==> config.mk <==
export PLATFORM = sky130hd
export DESIGN_NAME = eubs_uart
export DESIGN_NICKNAME = d
export VERILOG_FILES = /design/src/logic/eubs_pkg.sv /design/src/logic/eubs_uart.sv
export SDC_FILE = /design/constraint.sdc
export NUM_CORES = 1
export LEC_CHECK = 0
export BUFFER_PORTS_ARGS = -buffer_cell sky130_fd_sc_hd__clkbuf_2
export CAP_MARGIN = 20
export CORE_UTILIZATION = 53
export DETAILED_ROUTE_END_ITERATION = 8
export PLACE_DENSITY = 0.77
export SLEW_MARGIN = 40
export SYNTH_ARGS = -nofsm -noshare
export SYNTH_HDL_FRONTEND = slang
export SYNTH_SLANG_ARGS = --single-unit
==> constraint.sdc <==
create_clock -name i_core_clk -period 1.98 [get_ports i_core_clk]
set_clock_uncertainty 0.05 [all_clocks]
set_input_delay 0.099 -clock i_core_clk [delete_from_list [all_inputs] [get_ports i_core_clk]]
set_output_delay 0.099 -clock i_core_clk [all_outputs]
set_load 0.01 [all_outputs]
==> src/logic/eubs_pkg.sv <==
package eubs_pkg;
   // ---------------------------------------------------------------
   // Register map (byte addresses, one aligned word each)
   // ---------------------------------------------------------------
   localparam logic [7:0] OFS_SERIAL_CONTROL_REG = 8'h00;
   localparam logic [7:0] OFS_DATA = 8'h04;
   localparam logic [7:0] OFS_SERIAL_STATUS_REG = 8'h08;
   localparam logic [7:0] OFS_POWER_CONTROL_REG = 8'h0C;
   localparam logic [7:0] OFS_DIVL = 8'h10;
   localparam logic [7:0] OFS_DIVH = 8'h14;
   localparam logic [7:0] OFS_BSEL = 8'h18;
   // ---------------------------------------------------------------
   // Field positions
   // ---------------------------------------------------------------
   localparam int SC_MODE_HI = 7;
   localparam int SC_MODE_LO = 6;
   localparam int SC_MC = 5;
   localparam int SC_REN = 4;
   localparam int SC_TB8 = 3;
   localparam int SC_RB8 = 2;
   localparam int SC_TI = 1;
   localparam int SC_RI = 0;
   localparam int ST_DBUF = 7;
   localparam int ST_FE = 3;
   localparam int ST_BRK = 2;
   localparam int PC_BDBL = 7;
   localparam int PC_FES = 6;
   localparam int BS_BRG = 0;
   // ---------------------------------------------------------------
   // Reset values and counts
   // ---------------------------------------------------------------
   localparam logic [7:0] BYTE_RST = 8'h00;
   localparam logic [15:0] DIV_RST = 16'h0000;
   localparam logic [3:0] OS_LAST = 4'hF;
   localparam logic [3:0] OS_MID = 4'h7;
   localparam logic [3:0] BITS_M0 = 4'h8;
   localparam logic [3:0] BITS_8 = 4'hA;
   localparam logic [3:0] BITS_9 = 4'hB;
   localparam logic [3:0] STOP_IDX_8 = 4'h9;
   localparam logic [3:0] STOP_IDX_9 = 4'hA;
   localparam logic [7:0] BREAK_TICKS = 8'hB0;
   localparam logic [1:0] RESP_OKAY = 2'h0;
   localparam logic [1:0] RESP_SLVERR = 2'h2;
   localparam logic [1:0] MODE_SHIFT = 2'h0;
   localparam logic [1:0] MODE_FIX9 = 2'h2;

   typedef enum logic [2:0] {
      TX_IDLE = 3'b001,
      TX_FRAME = 3'b010,
      TX_SHIFT = 3'b100
   } eubs_tx_t;

   typedef enum logic [1:0] {
      RX_IDLE = 2'b01,
      RX_FRAME = 2'b10
   } eubs_rx_t;

   typedef struct packed {
      logic awready;
      logic wready;
      logic aw_got;
      logic [7:0] aw_addr;
      logic w_got;
      logic [7:0] w_data;
      logic w_en;
      logic bvalid;
      logic [1:0] bresp;
      logic arready;
      logic rvalid;
      logic [31:0] rdata;
      logic [1:0] rresp;
      logic sm_hi;
      logic sm_lo;
      logic sm2;
      logic ren;
      logic tb8;
      logic rb8;
      logic ti;
      logic ri;
      logic double_buffer_enable;
      logic fe;
      logic brk;
      logic bdbl;
      logic fes;
      logic use_brg;
      logic [7:0] div_lo;
      logic [7:0] div_hi;
      logic [7:0] rxbuf;
      logic [15:0] brg_cnt;
      logic t1_half;
      logic m2_half;
      logic os_tick;
      eubs_tx_t tx_st;
      logic [10:0] tx_sh;
      logic [3:0] tx_cnt;
      logic [3:0] tx_os;
      logic tx_pend;
      logic [7:0] tx_pbyte;
      logic tx_p9;
      logic m0_rx;
      logic txd;
      logic rxd_o;
      logic rxd_oe_n;
      eubs_rx_t rx_st;
      logic [3:0] rx_os;
      logic [3:0] rx_cnt;
      logic [8:0] rx_sh;
      logic [7:0] low_cnt;
   } eubs_state_t;
endpackage

==> src/logic/eubs_uart.sv <==
`timescale 1ns/1ps
module eubs_uart
   import eubs_pkg::*;
#(
   parameter int ADDR_W = 8
) (
   input wire logic i_core_clk,
   input wire logic i_arst_n,
   input wire logic [ADDR_W-1:0] i_awaddr,
   input wire logic i_awvalid,
   output logic o_awready,
   input wire logic [31:0] i_wdata,
   input wire logic [3:0] i_wstrb,
   input wire logic i_wvalid,
   output logic o_wready,
   output logic [1:0] o_bresp,
   output logic o_bvalid,
   input wire logic i_bready,
   input wire logic [ADDR_W-1:0] i_araddr,
   input wire logic i_arvalid,
   output logic o_arready,
   output logic [31:0] o_rdata,
   output logic [1:0] o_rresp,
   output logic o_rvalid,
   input wire logic i_rready,
   input wire logic i_rxd,
   input wire logic i_t1_ovf,
   input wire logic i_osc_tick,
   output logic o_txd,
   output logic o_rxd_out,
   output logic o_rxd_oe_n
);
   // ---------------------------------------------------------------
   // Elaboration check
   // ---------------------------------------------------------------
   if (ADDR_W < 8) begin : g_chk
      $error("eubs_uart needs ADDR_W of at least 8");
   end

   // ---------------------------------------------------------------
   // Helpers
   // ---------------------------------------------------------------
   function automatic logic reg_hit(input logic [7:0] a);
      reg_hit = (a == OFS_SERIAL_CONTROL_REG) || (a == OFS_DATA) || (a == OFS_SERIAL_STATUS_REG) || (a == OFS_POWER_CONTROL_REG) ||
                (a == OFS_DIVL) || (a == OFS_DIVH) || (a == OFS_BSEL);
   endfunction

   eubs_state_t s_ff;
   eubs_state_t nxt_s;
   logic [1:0] mode;
   logic mode9;
   logic dbuf_on;
   logic brg_hit;
   logic t1_hit;
   logic m2_hit;
   logic wr_do;
   logic [7:0] serial_control_reg_rd;

   assign mode = {s_ff.sm_hi, s_ff.sm_lo};
   assign mode9 = s_ff.sm_hi;
   assign dbuf_on = s_ff.double_buffer_enable && (mode != MODE_SHIFT);
   assign brg_hit = i_osc_tick && (s_ff.brg_cnt >= {s_ff.div_hi, s_ff.div_lo});
   assign t1_hit = i_t1_ovf && (s_ff.bdbl || s_ff.t1_half);
   assign m2_hit = s_ff.bdbl || s_ff.m2_half;
   assign wr_do = s_ff.aw_got && s_ff.w_got && !s_ff.bvalid;
   // Bit 7 doubles as framing error view; the stored mode bit is untouched meanwhile
   assign serial_control_reg_rd = {(s_ff.fes ? s_ff.fe : s_ff.sm_hi), s_ff.sm_lo, s_ff.sm2, s_ff.ren,
                     s_ff.tb8, s_ff.rb8, s_ff.ti, s_ff.ri};

   always_comb begin
      logic tx_wr;
      logic [7:0] d;
      logic [7:0] rb;
      tx_wr = 1'b0;
      d = s_ff.w_data;
      rb = BYTE_RST;
      nxt_s = s_ff;

      // ---------------------------------------------------------------
      // Baud tick generation, 16 ticks per bit
      // ---------------------------------------------------------------
      if (i_osc_tick) begin
         nxt_s.brg_cnt = brg_hit ? DIV_RST : s_ff.brg_cnt + 16'h0001;
      end
      if (i_t1_ovf) begin
         nxt_s.t1_half = ~s_ff.t1_half;
      end
      nxt_s.m2_half = ~s_ff.m2_half;
      // Fixed rate only for the first 9-bit mode; Timer 2 has no path here
      if (mode == MODE_FIX9) begin
         nxt_s.os_tick = m2_hit;
      end else begin
         nxt_s.os_tick = s_ff.use_brg ? brg_hit : t1_hit;
      end

      // ---------------------------------------------------------------
      // AXI4-Lite write channel
      // ---------------------------------------------------------------
      if (i_awvalid && s_ff.awready) begin
         nxt_s.aw_got = 1'b1;
         nxt_s.aw_addr = i_awaddr[7:0];
      end
      if (i_wvalid && s_ff.wready) begin
         nxt_s.w_got = 1'b1;
         nxt_s.w_data = i_wdata[7:0];
         nxt_s.w_en = i_wstrb[0];
      end
      if (s_ff.bvalid && i_bready) begin
         nxt_s.bvalid = 1'b0;
      end
      if (wr_do) begin
         nxt_s.aw_got = 1'b0;
         nxt_s.w_got = 1'b0;
         nxt_s.bvalid = 1'b1;
         nxt_s.bresp = reg_hit(s_ff.aw_addr) ? RESP_OKAY : RESP_SLVERR;
      end
      if (wr_do && s_ff.w_en) begin
         case (s_ff.aw_addr)
            OFS_SERIAL_CONTROL_REG: begin
               if (s_ff.fes) begin
                  if (!d[SC_MODE_HI]) begin
                     nxt_s.fe = 1'b0;
                  end
               end else begin
                  nxt_s.sm_hi = d[SC_MODE_HI];
               end
               nxt_s.sm_lo = d[SC_MODE_LO];
               nxt_s.sm2 = d[SC_MC];
               nxt_s.ren = d[SC_REN];
               nxt_s.tb8 = d[SC_TB8];
               nxt_s.rb8 = d[SC_RB8];
               nxt_s.ti = d[SC_TI];
               nxt_s.ri = d[SC_RI];
            end
            OFS_DATA: begin
               tx_wr = 1'b1;
            end
            OFS_SERIAL_STATUS_REG: begin
               nxt_s.double_buffer_enable = d[ST_DBUF];
               if (d[ST_FE]) begin
                  nxt_s.fe = 1'b0;
               end
               if (d[ST_BRK]) begin
                  nxt_s.brk = 1'b0;
               end
            end
            OFS_POWER_CONTROL_REG: begin
               nxt_s.bdbl = d[PC_BDBL];
               nxt_s.fes = d[PC_FES];
            end
            OFS_DIVL: begin
               nxt_s.div_lo = d;
            end
            OFS_DIVH: begin
               nxt_s.div_hi = d;
            end
            OFS_BSEL: begin
               nxt_s.use_brg = d[BS_BRG];
            end
            default: begin
            end
         endcase
      end
      nxt_s.awready = !nxt_s.aw_got && !nxt_s.bvalid;
      nxt_s.wready = !nxt_s.w_got && !nxt_s.bvalid;

      // ---------------------------------------------------------------
      // AXI4-Lite read channel
      // ---------------------------------------------------------------
      if (s_ff.rvalid && i_rready) begin
         nxt_s.rvalid = 1'b0;
      end
      if (i_arvalid && s_ff.arready) begin
         case (i_araddr[7:0])
            OFS_SERIAL_CONTROL_REG: rb = serial_control_reg_rd;
            OFS_DATA: rb = s_ff.rxbuf;
            OFS_SERIAL_STATUS_REG: rb = {s_ff.double_buffer_enable, 3'h0, s_ff.fe, s_ff.brk, 2'h0};
            OFS_POWER_CONTROL_REG: rb = {s_ff.bdbl, s_ff.fes, 6'h00};
            OFS_DIVL: rb = s_ff.div_lo;
            OFS_DIVH: rb = s_ff.div_hi;
            OFS_BSEL: rb = {7'h00, s_ff.use_brg};
            default: rb = BYTE_RST;
         endcase
         nxt_s.rvalid = 1'b1;
         nxt_s.rdata = {24'h000000, rb};
         nxt_s.rresp = reg_hit(i_araddr[7:0]) ? RESP_OKAY : RESP_SLVERR;
      end
      nxt_s.arready = !nxt_s.rvalid;

      // ---------------------------------------------------------------
      // Transmit holding slot
      // ---------------------------------------------------------------
      // Single buffer takes a byte only when the line is idle; later writes are dropped
      if (tx_wr && !s_ff.tx_pend && (dbuf_on || s_ff.tx_st == TX_IDLE)) begin
         nxt_s.tx_pend = 1'b1;
         nxt_s.tx_pbyte = d;
         nxt_s.tx_p9 = s_ff.tb8;
      end

      // ---------------------------------------------------------------
      // Transmitter and shift-register engine
      // ---------------------------------------------------------------
      case (s_ff.tx_st)
         TX_IDLE: begin
            if (s_ff.tx_pend) begin
               nxt_s.tx_pend = 1'b0;
               nxt_s.tx_os = 4'h0;
               nxt_s.m0_rx = 1'b0;
               if (mode == MODE_SHIFT) begin
                  nxt_s.tx_st = TX_SHIFT;
                  nxt_s.tx_sh = {3'h7, s_ff.tx_pbyte};
                  nxt_s.tx_cnt = BITS_M0;
                  nxt_s.txd = 1'b0;
                  nxt_s.rxd_o = s_ff.tx_pbyte[0];
                  nxt_s.rxd_oe_n = 1'b0;
               end else begin
                  nxt_s.tx_st = TX_FRAME;
                  if (mode9) begin
                     nxt_s.tx_sh = {1'b1, s_ff.tx_p9, s_ff.tx_pbyte, 1'b0};
                     nxt_s.tx_cnt = BITS_9;
                  end else begin
                     nxt_s.tx_sh = {2'h3, s_ff.tx_pbyte, 1'b0};
                     nxt_s.tx_cnt = BITS_8;
                  end
                  nxt_s.txd = 1'b0;
                  // With double buffering the slot is free again as soon as it loads
                  if (dbuf_on) begin
                     nxt_s.ti = 1'b1;
                  end
               end
            end else if (mode == MODE_SHIFT && s_ff.ren && !s_ff.ri) begin
               nxt_s.tx_st = TX_SHIFT;
               nxt_s.tx_cnt = BITS_M0;
               nxt_s.tx_os = 4'h0;
               nxt_s.m0_rx = 1'b1;
               nxt_s.txd = 1'b0;
               nxt_s.rxd_oe_n = 1'b1;
            end
         end
         TX_FRAME: begin
            if (s_ff.os_tick) begin
               nxt_s.tx_os = s_ff.tx_os + 4'h1;
               if (s_ff.tx_os == OS_LAST) begin
                  if (s_ff.tx_cnt == 4'h1) begin
                     nxt_s.tx_st = TX_IDLE;
                     nxt_s.txd = 1'b1;
                     if (!dbuf_on) begin
                        nxt_s.ti = 1'b1;
                     end
                  end else begin
                     nxt_s.tx_sh = {1'b1, s_ff.tx_sh[10:1]};
                     nxt_s.txd = s_ff.tx_sh[1];
                     nxt_s.tx_cnt = s_ff.tx_cnt - 4'h1;
                  end
               end
            end
         end
         TX_SHIFT: begin
            // One bit per 16 CPU clocks; transmit pin is low then high each bit
            nxt_s.tx_os = s_ff.tx_os + 4'h1;
            nxt_s.txd = nxt_s.tx_os[3];
            if (s_ff.tx_os == OS_LAST) begin
               if (s_ff.m0_rx) begin
                  nxt_s.rx_sh = {i_rxd, s_ff.rx_sh[8:1]};
               end
               if (s_ff.tx_cnt == 4'h1) begin
                  nxt_s.tx_st = TX_IDLE;
                  nxt_s.txd = 1'b1;
                  nxt_s.rxd_oe_n = 1'b1;
                  if (s_ff.m0_rx) begin
                     nxt_s.rxbuf = nxt_s.rx_sh[8:1];
                     nxt_s.ri = 1'b1;
                  end else begin
                     nxt_s.ti = 1'b1;
                  end
               end else begin
                  nxt_s.tx_sh = {1'b1, s_ff.tx_sh[10:1]};
                  nxt_s.rxd_o = s_ff.tx_sh[1];
                  nxt_s.tx_cnt = s_ff.tx_cnt - 4'h1;
               end
            end
         end
         default: begin
            nxt_s.tx_st = TX_IDLE;
         end
      endcase

      // ---------------------------------------------------------------
      // Frame receiver, mid-bit sampling on the 16x tick
      // ---------------------------------------------------------------
      case (s_ff.rx_st)
         RX_IDLE: begin
            if (s_ff.os_tick && s_ff.ren && !i_rxd && mode != MODE_SHIFT) begin
               nxt_s.rx_st = RX_FRAME;
               nxt_s.rx_os = 4'h0;
               nxt_s.rx_cnt = 4'h0;
            end
         end
         RX_FRAME: begin
            if (mode == MODE_SHIFT) begin
               nxt_s.rx_st = RX_IDLE;
            end else if (s_ff.os_tick) begin
               nxt_s.rx_os = s_ff.rx_os + 4'h1;
               if (s_ff.rx_os == OS_MID) begin
                  if (s_ff.rx_cnt == 4'h0) begin
                     // A glitch shorter than half a bit is not a start bit
                     if (i_rxd) begin
                        nxt_s.rx_st = RX_IDLE;
                     end else begin
                        nxt_s.rx_cnt = 4'h1;
                     end
                  end else if (s_ff.rx_cnt == (mode9 ? STOP_IDX_9 : STOP_IDX_8)) begin
                     nxt_s.rx_st = RX_IDLE;
                     nxt_s.ri = 1'b1;
                     if (mode9) begin
                        nxt_s.rxbuf = s_ff.rx_sh[7:0];
                        nxt_s.rb8 = s_ff.rx_sh[8];
                     end else begin
                        nxt_s.rxbuf = s_ff.rx_sh[8:1];
                        nxt_s.rb8 = i_rxd;
                     end
                     if (!i_rxd) begin
                        nxt_s.fe = 1'b1;
                     end
                  end else begin
                     nxt_s.rx_sh = {i_rxd, s_ff.rx_sh[8:1]};
                     nxt_s.rx_cnt = s_ff.rx_cnt + 4'h1;
                  end
               end
            end
         end
         default: begin
            nxt_s.rx_st = RX_IDLE;
         end
      endcase

      // ---------------------------------------------------------------
      // Break detect, counted in 16x ticks and saturating
      // ---------------------------------------------------------------
      if (s_ff.os_tick && mode != MODE_SHIFT) begin
         if (i_rxd) begin
            nxt_s.low_cnt = 8'h00;
         end else if (s_ff.low_cnt != BREAK_TICKS) begin
            nxt_s.low_cnt = s_ff.low_cnt + 8'h01;
            if (s_ff.low_cnt == BREAK_TICKS - 8'h01) begin
               nxt_s.brk = 1'b1;
            end
         end
      end
   end

   // ---------------------------------------------------------------
   // State register
   // ---------------------------------------------------------------
   always_ff @(posedge i_core_clk or negedge i_arst_n) begin
      if (!i_arst_n) begin
         s_ff <= '0;
         s_ff.awready <= 1'b1;
         s_ff.wready <= 1'b1;
         s_ff.arready <= 1'b1;
         s_ff.tx_st <= TX_IDLE;
         s_ff.rx_st <= RX_IDLE;
         s_ff.txd <= 1'b1;
         s_ff.rxd_o <= 1'b1;
         s_ff.rxd_oe_n <= 1'b1;
      end else begin
         s_ff <= nxt_s;
      end
   end

   assign o_awready = s_ff.awready;
   assign o_wready = s_ff.wready;
   assign o_bresp = s_ff.bresp;
   assign o_bvalid = s_ff.bvalid;
   assign o_arready = s_ff.arready;
   assign o_rdata = s_ff.rdata;
   assign o_rresp = s_ff.rresp;
   assign o_rvalid = s_ff.rvalid;
   assign o_txd = s_ff.txd;
   assign o_rxd_out = s_ff.rxd_o;
   assign o_rxd_oe_n = s_ff.rxd_oe_n;
endmodule

==> results of run 1 <==
==> metal layers <==
| layer | track usage, % | part of all wire, % |
|---|---|---|
| met2 | 39.5 | 48 |
| met3 | 4.43 | 4.3 |
| met1 | 33.6 | 46 |
| met5 | 0 | 0 |
| met4 | 8.61 | 2.0 |
==> final timing paths <==
check                                  from          to  cells past startpoint
worst max-delay path               s_ff[95]    s_ff[63]                      8
worst min-delay path            i_araddr[1]  o_rdata[1]                      6
worst max register to register     s_ff[95]    s_ff[63]                      8
worst min register to register     s_ff[64]    s_ff[64]                      1
max in group asynchronous          i_arst_n   o_rxd_out                      3
min in group asynchronous          i_arst_n  o_rdata[1]                      2
==> cell type report <==
| class | instances | area, um2 |
|---|---|---|
| inverter | 36 | 135 |
| fill | 1088 | 5040 |
| clock buffer | 20 | 447 |
| sequential | 153 | 3840 |
| clock inverter | 12 | 116 |
| timing repair buffer | 160 | 1200 |
| tap | 188 | 235 |
| multi-input combinational | 578 | 4180 |
==> per-stage QoR <==
stage	instances	setup TNS, ns
after floorplan	829	0
after global placement	1077	-0.260
after detailed placement	1077	-1.27
after CTS	1140	-1.10
after global routing	1147	-2.57
final	1147	-0.337
==> tightest hold or removal path, cell delays in order <==
cell	delay, ns
clkbuf_2	0.08
nor2_1	0.06
nand2_1	0.05
nor2_1	0.06
nand2_1	0.05
o21ai_0	0.06
==> registers in the layout, indices dropped and copies added (netlist names) <==
signal	flops
s_ff	133
o_rdata	8
mode9	1
mode	1
o_arready	1
o_awready	1
o_bresp	1
o_bvalid	1
o_rresp	1
o_rvalid	1
o_rxd_oe_n	1
o_rxd_out	1
o_txd	1
o_wready	1
==> power groups by stage <==
stage          registers (mW)  logic, mW  clock network (mW)
3_3_place_gp             4.09       1.58                   0
6_report                 4.09       1.86                3.12
3_5_place_dp             4.11       1.64                   0
5_1_grt                  4.14       2.05                3.29
4_1_cts                  4.06       1.77                3.16
2_1_floorplan            3.93       1.09                   0
==> placed cells by master, fill, tap and decap left out, types with 5 or more instances in the layout <==
| master | instances |
|---|---|
| a21o_1 | 6 |
| ha_1 | 21 |
| nand4_1 | 11 |
| a31oi_1 | 9 |
| and3_1 | 5 |
| mux2_1 | 14 |
| a211oi_1 | 10 |
| inv_1 | 35 |
| nand2b_1 | 11 |
| nor2b_1 | 18 |
| a21oi_1 | 33 |
| xnor2_1 | 7 |
| dfrtp_2 | 5 |
| dfstp_2 | 8 |
| buf_4 | 72 |
| nor3_1 | 11 |
| mux2_4 | 8 |
| dlygate4sd3_1 | 28 |
| conb_1 | 26 |
| buf_6 | 6 |
| mux4_2 | 7 |
| xor2_1 | 11 |
| mux2_2 | 35 |
| nand2_1 | 93 |
| dfrtp_1 | 140 |
| clkbuf_2 | 51 |
| nor2_1 | 45 |
| o21ai_0 | 66 |
| nand3_1 | 22 |
| clkbuf_16 | 17 |
| mux2i_1 | 27 |
==> logic make-up after synthesis <==
logic type / count (synthesis) / share of synthesized area, %
other: 1 / 0.0455
AO/OA/AOI/OAI: 158 / 12.0
buffers and inverters: 99 / 6.39
flip-flops: 153 / 46.6
XOR/XNOR: 18 / 1.91
AND/OR/NAND/NOR: 259 / 16.3
multiplexers: 91 / 13.0
adder cells (fa/ha/maj): 25 / 3.79
==> repair_timing <==
| item | 4_1_cts | 5_1_grt |
|---|---|---|
| resized for setup | 11 | 39 |
| endpoints found under the setup margin | 27 | 41 |
| endpoints found under the hold margin | 156 | 0 |
| hold buffers | 28 | 0 |
| pin swaps | 7 | 14 |
| gates cloned | 1 | 1 |
| buffers inserted | 2 | 6 |
==> metrics.md, run 1 <==
| Metric | Value |
|---|---|
| CP delay by family, top | `compound AO/OA/AOI/OAI gates` |
| Seq/Total Area, Yosys | `a little under half` |
| Worst path bufs/invs | `2` |
| Sink Count | `roughly 150` |
| Largest net degree at the start of global routing | `49` |
| Die footprint | `0.0161 mm2` |
| Cell Int Power | `~6.3 mW` |
| Status | `finished, violations left` |
| Remaining global-route overflow | `0` |
| Placed Area | `around 0.009 mm2` |
| Synth Flop Type | `dfrtp_1` |
| CP max stage delay | `0.40 ns` |
| Cell count after synthesis | `~800` |
| Fin worst setup slack | `-0.0751 ns` |
| Most used cell, CP | `a21o_1` |
| Number of H-tree levels | `4` |
| Final instance area | `about 0.010 mm2` |
| Clock share of power | `34.4%` |
| Max-slew violations | `0` |
| Drt drc | `0` |
| Share of layout cells above drive strength 1 | `28.1%` |
| Leak pwr | `4.73 nW` |
| TritonCTS Buffers | `17` |
| Hold Vio Cnt, Final | `0` |
| Die height | `approximately 130 um` |
| Failing checks | `setup timing` |
| CP cell instances | `inv_2 -> ha_4 -> a21o_1 -> a21o_1 -> a2111oi_4 -> a31oi_2 -> buf_4 -> a21o_1` |
| Post-Route Utilization | `between 60% and 70%` |
| Post-route ant nets | `0` |
| Final min period | `slightly above 2 ns` |
| First-pass GRT wire length | `31.0 mm` |
| Row cnt | `45` |
| Final GP Congestion | `0.879` |
| Port bufs | `52` |
| CP Class | `flop to flop` |
| First-pass DRT Iterations | `6` |
| Area Growth Syn to Fin | `23.2%` |
| Top cells by instance count after synthesis | `dfrtp_1 (145), nand2_1 (94), o21ai_0 (66)` |
| Crit share post-route | `104%` |
| Antenna violations before repair | `0` |
| DRT iter0 DRCs | `441` |
| Total Power | `9.08 mW` |
| CTS tree | `done` |
| Worst slack, placed | `-0.102 ns` |
| Ranking of synthesized cells by area | `dfrtp_1 (44%), mux2_2 (4.8%), nand2_1 (4.3%), o21ai_0 (4.0%), ha_1 (3.8%)` |
| Die X-Extent | `between 100 and 150 um` |
| Power Dens Cells | `around 890 mW/mm2` |
| CP max FO | `2` |
| Comb pwr share | `between 20% and 30%` |
| Synth async-reset ratio | `between 90% and 100%` |
| Core area | `between 0.015 and 0.02 mm2` |
| Wire per inst | `16.7 um` |
| Number of global-route vias before repair | `6187` |
| Yosys reg bits | `~150` |
| Reg power frac | `45.1%` |
| Setup violations, final | `16` |
| Synth cell types | `70` |
| Routed WL | `between 15 and 20 mm` |
| Post-synth EDFFs | `0` |
| CP startpoint kind | `flop` |
| Required time of the critical path | `around 2.2 ns` |
| Post-synth top area cell | `dfrtp_1` |
| P_sw | `2.78 mW` |
| Antenna Cells | `0` |
| Maximum capacitance violations | `0` |
| Vias per std cell | `approximately 5.6` |
| Max Clk Rate | `between 400 and 500 MHz` |
| All-Layer GR Usage | `between 20% and 30%` |
| Via count | `around 6400` |
| CTS max path bufs | `2` |
| WHS | `around 0.017 ns` |
| Hold Crit Class | `input pin to flop` |
| R2r setup slk | `-0.08 ns` |
| Post-Synthesis Cell Area | `slightly above 0.008 mm2` |
| Clk_lat worst skew | `roughly 0.43 ns` |
| Layout Nets | `~1000` |
| Endpoint class of the critical path | `flop` |
| Maximum VDD drop | `673 uV` |
| Area share of the largest cell type after synthesis | `~44%` |
| Max stage delay cell, worst path | `a2111oi_4` |
| Arrival @ worst endpoint | `roughly 2.3 ns` |
| Avg Synthesized Cell Area | `slightly above 10 um2` |
| Clk slew on worst S/H paths | `~0.060 ns` |
| RSZ-0062 raised after global routing | `true` |
| Count leader, synth | `dfrtp_1` |
| Yosys warning count | `0` |
| Post-DP HPWL | `~13 mm` |
| Root Driver | `clkbuf_16` |
| Io pins | `about 110` |
| Starting Density | `between 50 and 60%` |
| Sw Share | `a little under a third` |
Power figures use the tool's default switching activity.
==> inputs of run 2 (changes only) <==
--- a/config.mk
+++ b/config.mk
@@ -7,9 +7,9 @@
 export LEC_CHECK = 0
 export BUFFER_PORTS_ARGS = -buffer_cell sky130_fd_sc_hd__clkbuf_2
 export CAP_MARGIN = 20
-export CORE_UTILIZATION = 53
+export CORE_ASPECT_RATIO = 1.4
+export CORE_UTILIZATION = 30
 export DETAILED_ROUTE_END_ITERATION = 8
-export PLACE_DENSITY = 0.77
 export SLEW_MARGIN = 40
 export SYNTH_ARGS = -nofsm -noshare
 export SYNTH_HDL_FRONTEND = slang
==> run 2 against run 1 <==
  * Die area up 75%
  * Global-route usage fell by 9.8 points
  * Clock power increased by 7.4%
  * Sequential share of layout area shrank 1.6 points
  * Register-to-register slack hardly changed
  * The flow still finishes with violations (setup timing)
  * Via count down 0.73%
  * Worst hold slack better by 0.00087 ns
==> metrics.md, run 2 (synthesis results as in run 1) <==
| Metric | Value |
|---|---|
| P_sw | `between 2 and 3 mW` |
| Status | `finished, violations left` |
| Max stage delay cell, worst path | `dfrtp_1` |
| Port bufs | `52` |
| Hold Vio Cnt, Final | `0` |
| Leak pwr | `about 4.8 nW` |
| Setup violations, final | `20` |
| Routed WL | `between 20 and 25 mm` |
| Required time of the critical path | `2.25 ns` |
| Root Driver | `clkbuf_16` |
| Hold Crit Class | `input pin to flop` |
| Reg power frac | `43.3%` |
| Remaining global-route overflow | `0` |
| Worst path bufs/invs | `2` |
| WHS | `0.0180 ns` |
| Most frequent cells in the layout | `dfrtp_1 (140), nand2_1 (91), buf_4 (87)` |
| Final GP Congestion | `about 0.81` |
| CP startpoint kind | `flop` |
| Maximum VDD drop | `slightly below 600 uV` |
| First-pass GRT wire length | `about 32 mm` |
| Sw Share | `30.9%` |
| Area of the multi-input gates | `between 0.004 and 0.005 mm2` |
| Worst slack, placed | `-0.0708 ns` |
| Clock share of power | `between 30% and 40%` |
| CP delay by family, top | `simple AND/OR/NAND/NOR gates` |
| TritonCTS Buffers | `17` |
| Crit share post-route | `104%` |
| Number of H-tree levels | `4` |
| CP max FO | `6` |
| Io pins | `around 110` |
| Via count | `around 6400` |
| Post-route ant nets | `0` |
| Final min period | `about 2 ns` |
| Clk_lat worst skew | `roughly 0.44 ns` |
| Starting Density | `a little under a third` |
| Final Non-Filler Cells | `about 1300` |
| Drt drc | `0` |
| Post-DP HPWL | `about 14 mm` |
| Die footprint | `around 0.028 mm2` |
| Wire per inst | `approximately 15 um` |
| Layout fillers | `between 2000 and 3000` |
| Vias per std cell | `4.75` |
| Post-Route Utilization | `39.4%` |
| Sink Count | `153` |
| Max Clk Rate | `~490 MHz` |
| Maximum capacitance violations | `0` |
| Largest net degree at the start of global routing | `about 70` |
| Commonest non-fill, non-tap cell in the layout | `dfrtp_1` |
| Row cnt | `71` |
| Antenna violations before repair | `1` |
| CP Class | `flop to flop` |
| Register area | `~0.0038 mm2` |
| Share of layout cells above drive strength 1 | `31.1%` |
| Area Growth Syn to Fin | `28.6%` |
| Worst slew margin | `55.3%` |
| RSZ-0062 raised after global routing | `true` |
| CTS max path bufs | `2` |
| Die X-Extent | `approximately 140 um` |
| Placed Cells | `between 1000 and 1500` |
| CTS tree | `done` |
| Worst Max-Slew Pin Slew | `approximately 0.67 ns` |
| First-pass DRT Iterations | `5` |
| Layout Nets | `~1000` |
| Number of flip-flops in the largest register | `133` |
| Endpoint class of the critical path | `flop` |
| Comb pwr share | `approximately a fifth` |
| Failing checks | `setup timing` |
| Largest Register | `s_ff` |
| Core area | `between 0.02 and 0.03 mm2` |
| DRT iter0 DRCs | `355` |
| Clk slew on worst S/H paths | `about 0.07 ns` |
| Power Dens Cells | `889 mW/mm2` |
| Max-slew violations | `0` |
| Die height | `between 150 and 200 um` |
| Fin worst setup slack | `-0.0816 ns` |
| Antenna Cells | `0` |
| CP max stage delay | `between 0.4 and 0.5 ns` |
| Arrival @ worst endpoint | `2.34 ns` |
| CP cell instances | `ha_4 -> nand4_1 -> nor3_2 -> buf_4 -> nand3b_1 -> a31oi_4 -> buf_6 -> nor2_1` |
| Number of global-route vias before repair | `approximately 6300` |
| Cell Int Power | `between 6 and 7 mW` |
| All-Layer GR Usage | `14.8%` |
-- run 2: timing repair --
action,CTS,global route
setup endpoints to repair,36,49
gates cloned,0,3
setup buffers,2,19
pin swaps,6,31
resized for setup,17,50
hold buffers,28,0
hold endpoints to repair,173,0
-- run 2: through the flow --
stage / setup TNS [ns] / total power, mW / area [um2]
4_1_cts: -0.369 / 9.31 / 10200
3_3_place_gp: -0.955 / 5.76 / 9280
5_1_grt: -3.57 / 9.88 / 10600
6_report: -1.02 / 9.42 / 10600
2_1_floorplan: 0 / 5.03 / 8350
3_5_place_dp: -1.57 / 5.81 / 9280
-- run 2: area by class of cell --
| type | instances | area share, % |
|---|---|---|
| clock inverter | 14 | 1.52 |
| timing repair buffer | 175 | 12.5 |
| tap | 365 | 4.31 |
| clock buffer | 18 | 4.14 |
| multi-input combinational | 578 | 40.0 |
| sequential | 153 | 36.3 |
| inverter | 36 | 1.27 |
-- run 2: final timing paths --
check,startpoint,endpoint,slack (ns),depth (start not counted)
min in group asynchronous,i_arst_n,s_ff[47],0.05,2
worst max-delay path,s_ff[80],s_ff[73],-0.08,8
max in group asynchronous,i_arst_n,o_wready,1.14,3
worst min register to register,s_ff[64],s_ff[64],0.36,1
worst max register to register,s_ff[80],s_ff[73],-0.08,8
worst min-delay path,i_araddr[6],o_rdata[5],0.02,6
-- run 2: routing by layer --
metal,vias up,part of all wire [%],track usage [%]
li1,3079,-,-
met1,3123,41,16.5
met2,119,53,26.9
met3,37,3.0,2.49
met4,2,3.4,7.13
met5,-,0.059,0
-- run 2: power groups by stage --
stage | sequential, mW | combinational (mW) | clock [mW]
6_report | 4.08 | 2.00 | 3.35
5_1_grt | 4.15 | 2.21 | 3.53
4_1_cts | 4.07 | 1.83 | 3.41
3_5_place_dp | 4.13 | 1.68 | 0
3_3_place_gp | 4.11 | 1.65 | 0
2_1_floorplan | 3.93 | 1.09 | 0
-- run 2: worst register-to-register path: cells and delay by family, from the launching register on --
| kind | cells | cell delay (ns) |
|---|---|---|
| simple gates | 4 | 0.61 |
| flops | 1 | 0.41 |
| buf+inv | 2 | 0.31 |
| compound gates | 1 | 0.29 |
| fa+ha+maj | 1 | 0.28 |
==> inputs of run 3 (changes only) <==
--- a/config.mk
+++ b/config.mk
@@ -5,11 +5,11 @@
 export SDC_FILE = /design/constraint.sdc
 export NUM_CORES = 1
 export LEC_CHECK = 0
-export BUFFER_PORTS_ARGS = -buffer_cell sky130_fd_sc_hd__clkbuf_2
 export CAP_MARGIN = 20
 export CORE_ASPECT_RATIO = 1.4
 export CORE_UTILIZATION = 30
 export DETAILED_ROUTE_END_ITERATION = 8
+export DONT_BUFFER_PORTS = 1
 export SLEW_MARGIN = 40
 export SYNTH_ARGS = -nofsm -noshare
 export SYNTH_HDL_FRONTEND = slang
==> run 3 against run 2 <==
  * The flow finishes with violations (hold timing, setup timing)
  * Final area down 3.4%
  * Via count down 4.6%
  * Clock power up 4%
  * Cell count down 4.5%
  * Non-clock buffer count down 60
  * Highest routed layer is now met4
  * Sequential power up 1%
  * Sequential share of layout area up 1.2 points
  * Die area unchanged
  * Largest power group unchanged
  * Setup slack better by 0.032 ns
  * Critical path type unchanged
==> metrics.md, run 3 (synthesis results as in run 1) <==
| Metric | Value |
|---|---|
| Status | `finished, violations left` |
| Failing checks | `hold timing, setup timing` |
| Max-slew violations | `0` |
| R2r endpoint | `s_ff[78]` |
| Number of flip-flops in the largest register | `133` |
| Met2 usage | `27.6%` |
| P_sw | `approximately 2.7 mW` |
| Number of H-tree levels | `4` |
| Vias per std cell | `between 4 and 5` |
| Reg2reg start | `s_ff[80]` |
| TritonCTS Buffers | `17` |
| Die height | `a little under 200 um` |
| Power Dens Cells | `between 900 and 1000 mW/mm2` |
| Core area | `0.0269 mm2` |
| CP Class | `flop to flop` |
| Fin worst setup slack | `-0.0495 ns` |
| Starting Density | `between 30 and 40%` |
| Share of layout cells above drive strength 1 | `around a quarter` |
| Drt drc | `0` |
| Met1 Use GR | `roughly 17%` |
| First-pass GRT wire length | `approximately 33 mm` |
| Clk slew on worst S/H paths | `about 0.06 ns` |
| CTS max path bufs | `2` |
| CTS tree | `done` |
| Die footprint | `roughly 0.028 mm2` |
| Reg2Reg Depth | `8` |
| Die X-Extent | `142 um` |
| DRT iter0 DRCs | `approximately 330` |
| Reg power frac | `between 40% and 50%` |
| CP startpoint kind | `flop` |
| R2r setup slk | `-0.05 ns` |
| Row cnt | `a little over 70` |
| Hold-fix buffers, CTS | `33` |
| Worst Max-Slew Pin Slew | `between 0.5 and 0.6 ns` |
| RSZ-0062 raised after global routing | `true` |
| Final min period | `roughly 2.0 ns` |
| Clk_lat worst skew | `approximately 0.43 ns` |
| Hold Crit Class | `input pin to asynchronous set/reset pin` |
| Layout Nets | `between 900 and 1000` |
| Root Driver | `clkbuf_16` |
| Sink Count | `approximately 150` |
| Leak pwr | `4.58 nW` |
| Number of global-route vias before repair | `6219` |
| Max Clk Rate | `approximately 500 MHz` |
| Most frequent cells in the layout | `dfrtp_1 (142), nand2_1 (92), buf_4 (77)` |
| Post-DP HPWL | `approximately 14 mm` |
| Via count | `6067` |
| Largest net degree at the start of global routing | `~150` |
| Arrival @ worst endpoint | `2.30 ns` |
| Cell Int Power | `between 6 and 7 mW` |
| Hold Vio Cnt, Final | `153` |
| Antenna violations before repair | `0` |
| Crit share post-route | `103%` |
| Final GP Congestion | `around 0.81` |
| Wire per inst | `~16 um` |
| Placed Area | `~0.009 mm2` |
| Io pins | `approximately 110` |
| Final instance area | `approximately 0.010 mm2` |
| Maximum capacitance violations | `0` |
| Largest Register | `s_ff` |
| Post-route ant nets | `0` |
| Clock share of power | `a little under two fifths` |
| Routed WL | `~20 mm` |
| Endpoint class of the critical path | `flop` |
| Comb pwr share | `~19%` |
| Top Usage Layer GRT | `met2` |
| WHS | `-0.678 ns` |
| Total Power | `between 9 and 10 mW` |
| Remaining global-route overflow | `0` |
| CP max FO | `12` |
| Port bufs | `0` |
| Maximum VDD drop | `between 600 and 700 uV` |
| All-Layer GR Usage | `~15%` |
| Setup violations, final | `16` |
| Area Growth Syn to Fin | `24.3%` |
| Antenna Cells | `0` |
| First-pass DRT Iterations | `4` |
| GR Layer Usage met3 | `2.90%` |
| Worst slew margin | `between 60 and 70%` |
| Layout fillers | `around 2600` |
| Commonest non-fill, non-tap cell in the layout | `dfrtp_1` |
| Required time of the critical path | `2.25 ns` |
| Sw Share | `~29%` |
[run 3: repair_timing]
action	CTS	global route
setup endpoints to repair	28	46
setup buffers	2	6
pin swaps	14	12
gates resized for setup	8	38
cloned	0	1
hold endpoints to repair	206	153
[run 3: layer usage]
| layer | up-vias | share of wire (%) |
|---|---|---|
| li1 | 2978 | - |
| met1 | 2954 | 41 |
| met4 | 0 | 2.5 |
| met2 | 103 | 54 |
| met3 | 32 | 3.0 |
| met5 | - | 0 |
[run 3: how the worst max path moves through the flow]
stage,startpoint,end,slack [ns],depth (start not counted)
2_1_floorplan,s_ff[79],s_ff[74],0.01,7
3_3_place_gp,s_ff[95],s_ff[63],-0.11,8
3_5_place_dp,s_ff[95],s_ff[63],-0.11,8
4_1_cts,s_ff[95],s_ff[63],-0.10,8
5_1_grt,s_ff[96],s_ff[66],-0.15,8
6_report,s_ff[80],s_ff[78],-0.05,8
[run 3: layout make-up]
type                       instances  area [um2]  area share (%)
inverter                          36         135            1.32
sequential                       153        3840            37.5
clock inverter                    12         174            1.70
tap                              365         457            4.46
timing repair buffer             115         991            9.67
clock buffer                      20         457            4.46
multi-input combinational        578        4190            40.9
[run 3: critical path, stage by stage, from the launching register on]
cell and delay (ns):
dfrtp_1 0.40, ha_1 0.30, nand4_1 0.17, nor3_2 0.21, buf_4 0.14, nand3b_1 0.16
a31oi_4 0.27, buf_12 0.16, nor2_1 0.05
[run 3: power by group through the flow]
stage | logic [mW] | registers, mW | clock network, mW
2_1_floorplan | 1.09 | 3.93 | 0
3_3_place_gp | 1.46 | 4.17 | 0
3_5_place_dp | 1.51 | 4.19 | 0
4_1_cts | 1.65 | 4.13 | 3.55
5_1_grt | 1.91 | 4.19 | 3.66
6_report | 1.72 | 4.12 | 3.48
[run 3: through the flow]
step	instances	setup WS [ns]	TNS, ns	hold WS [ns]	utilization [%]
6_report	1279	-0.0495	-0.623	-0.678	38.1
3_5_place_dp	1205	-0.114	-1.54	-0.239	33.5
5_1_grt	1279	-0.151	-2.63	-0.701	38.1
2_1_floorplan	829	0.0141	0	-0.247	-
4_1_cts	1272	-0.104	-1.01	-0.702	37.3
3_3_place_gp	1205	-0.108	-1.26	-0.240	33.5
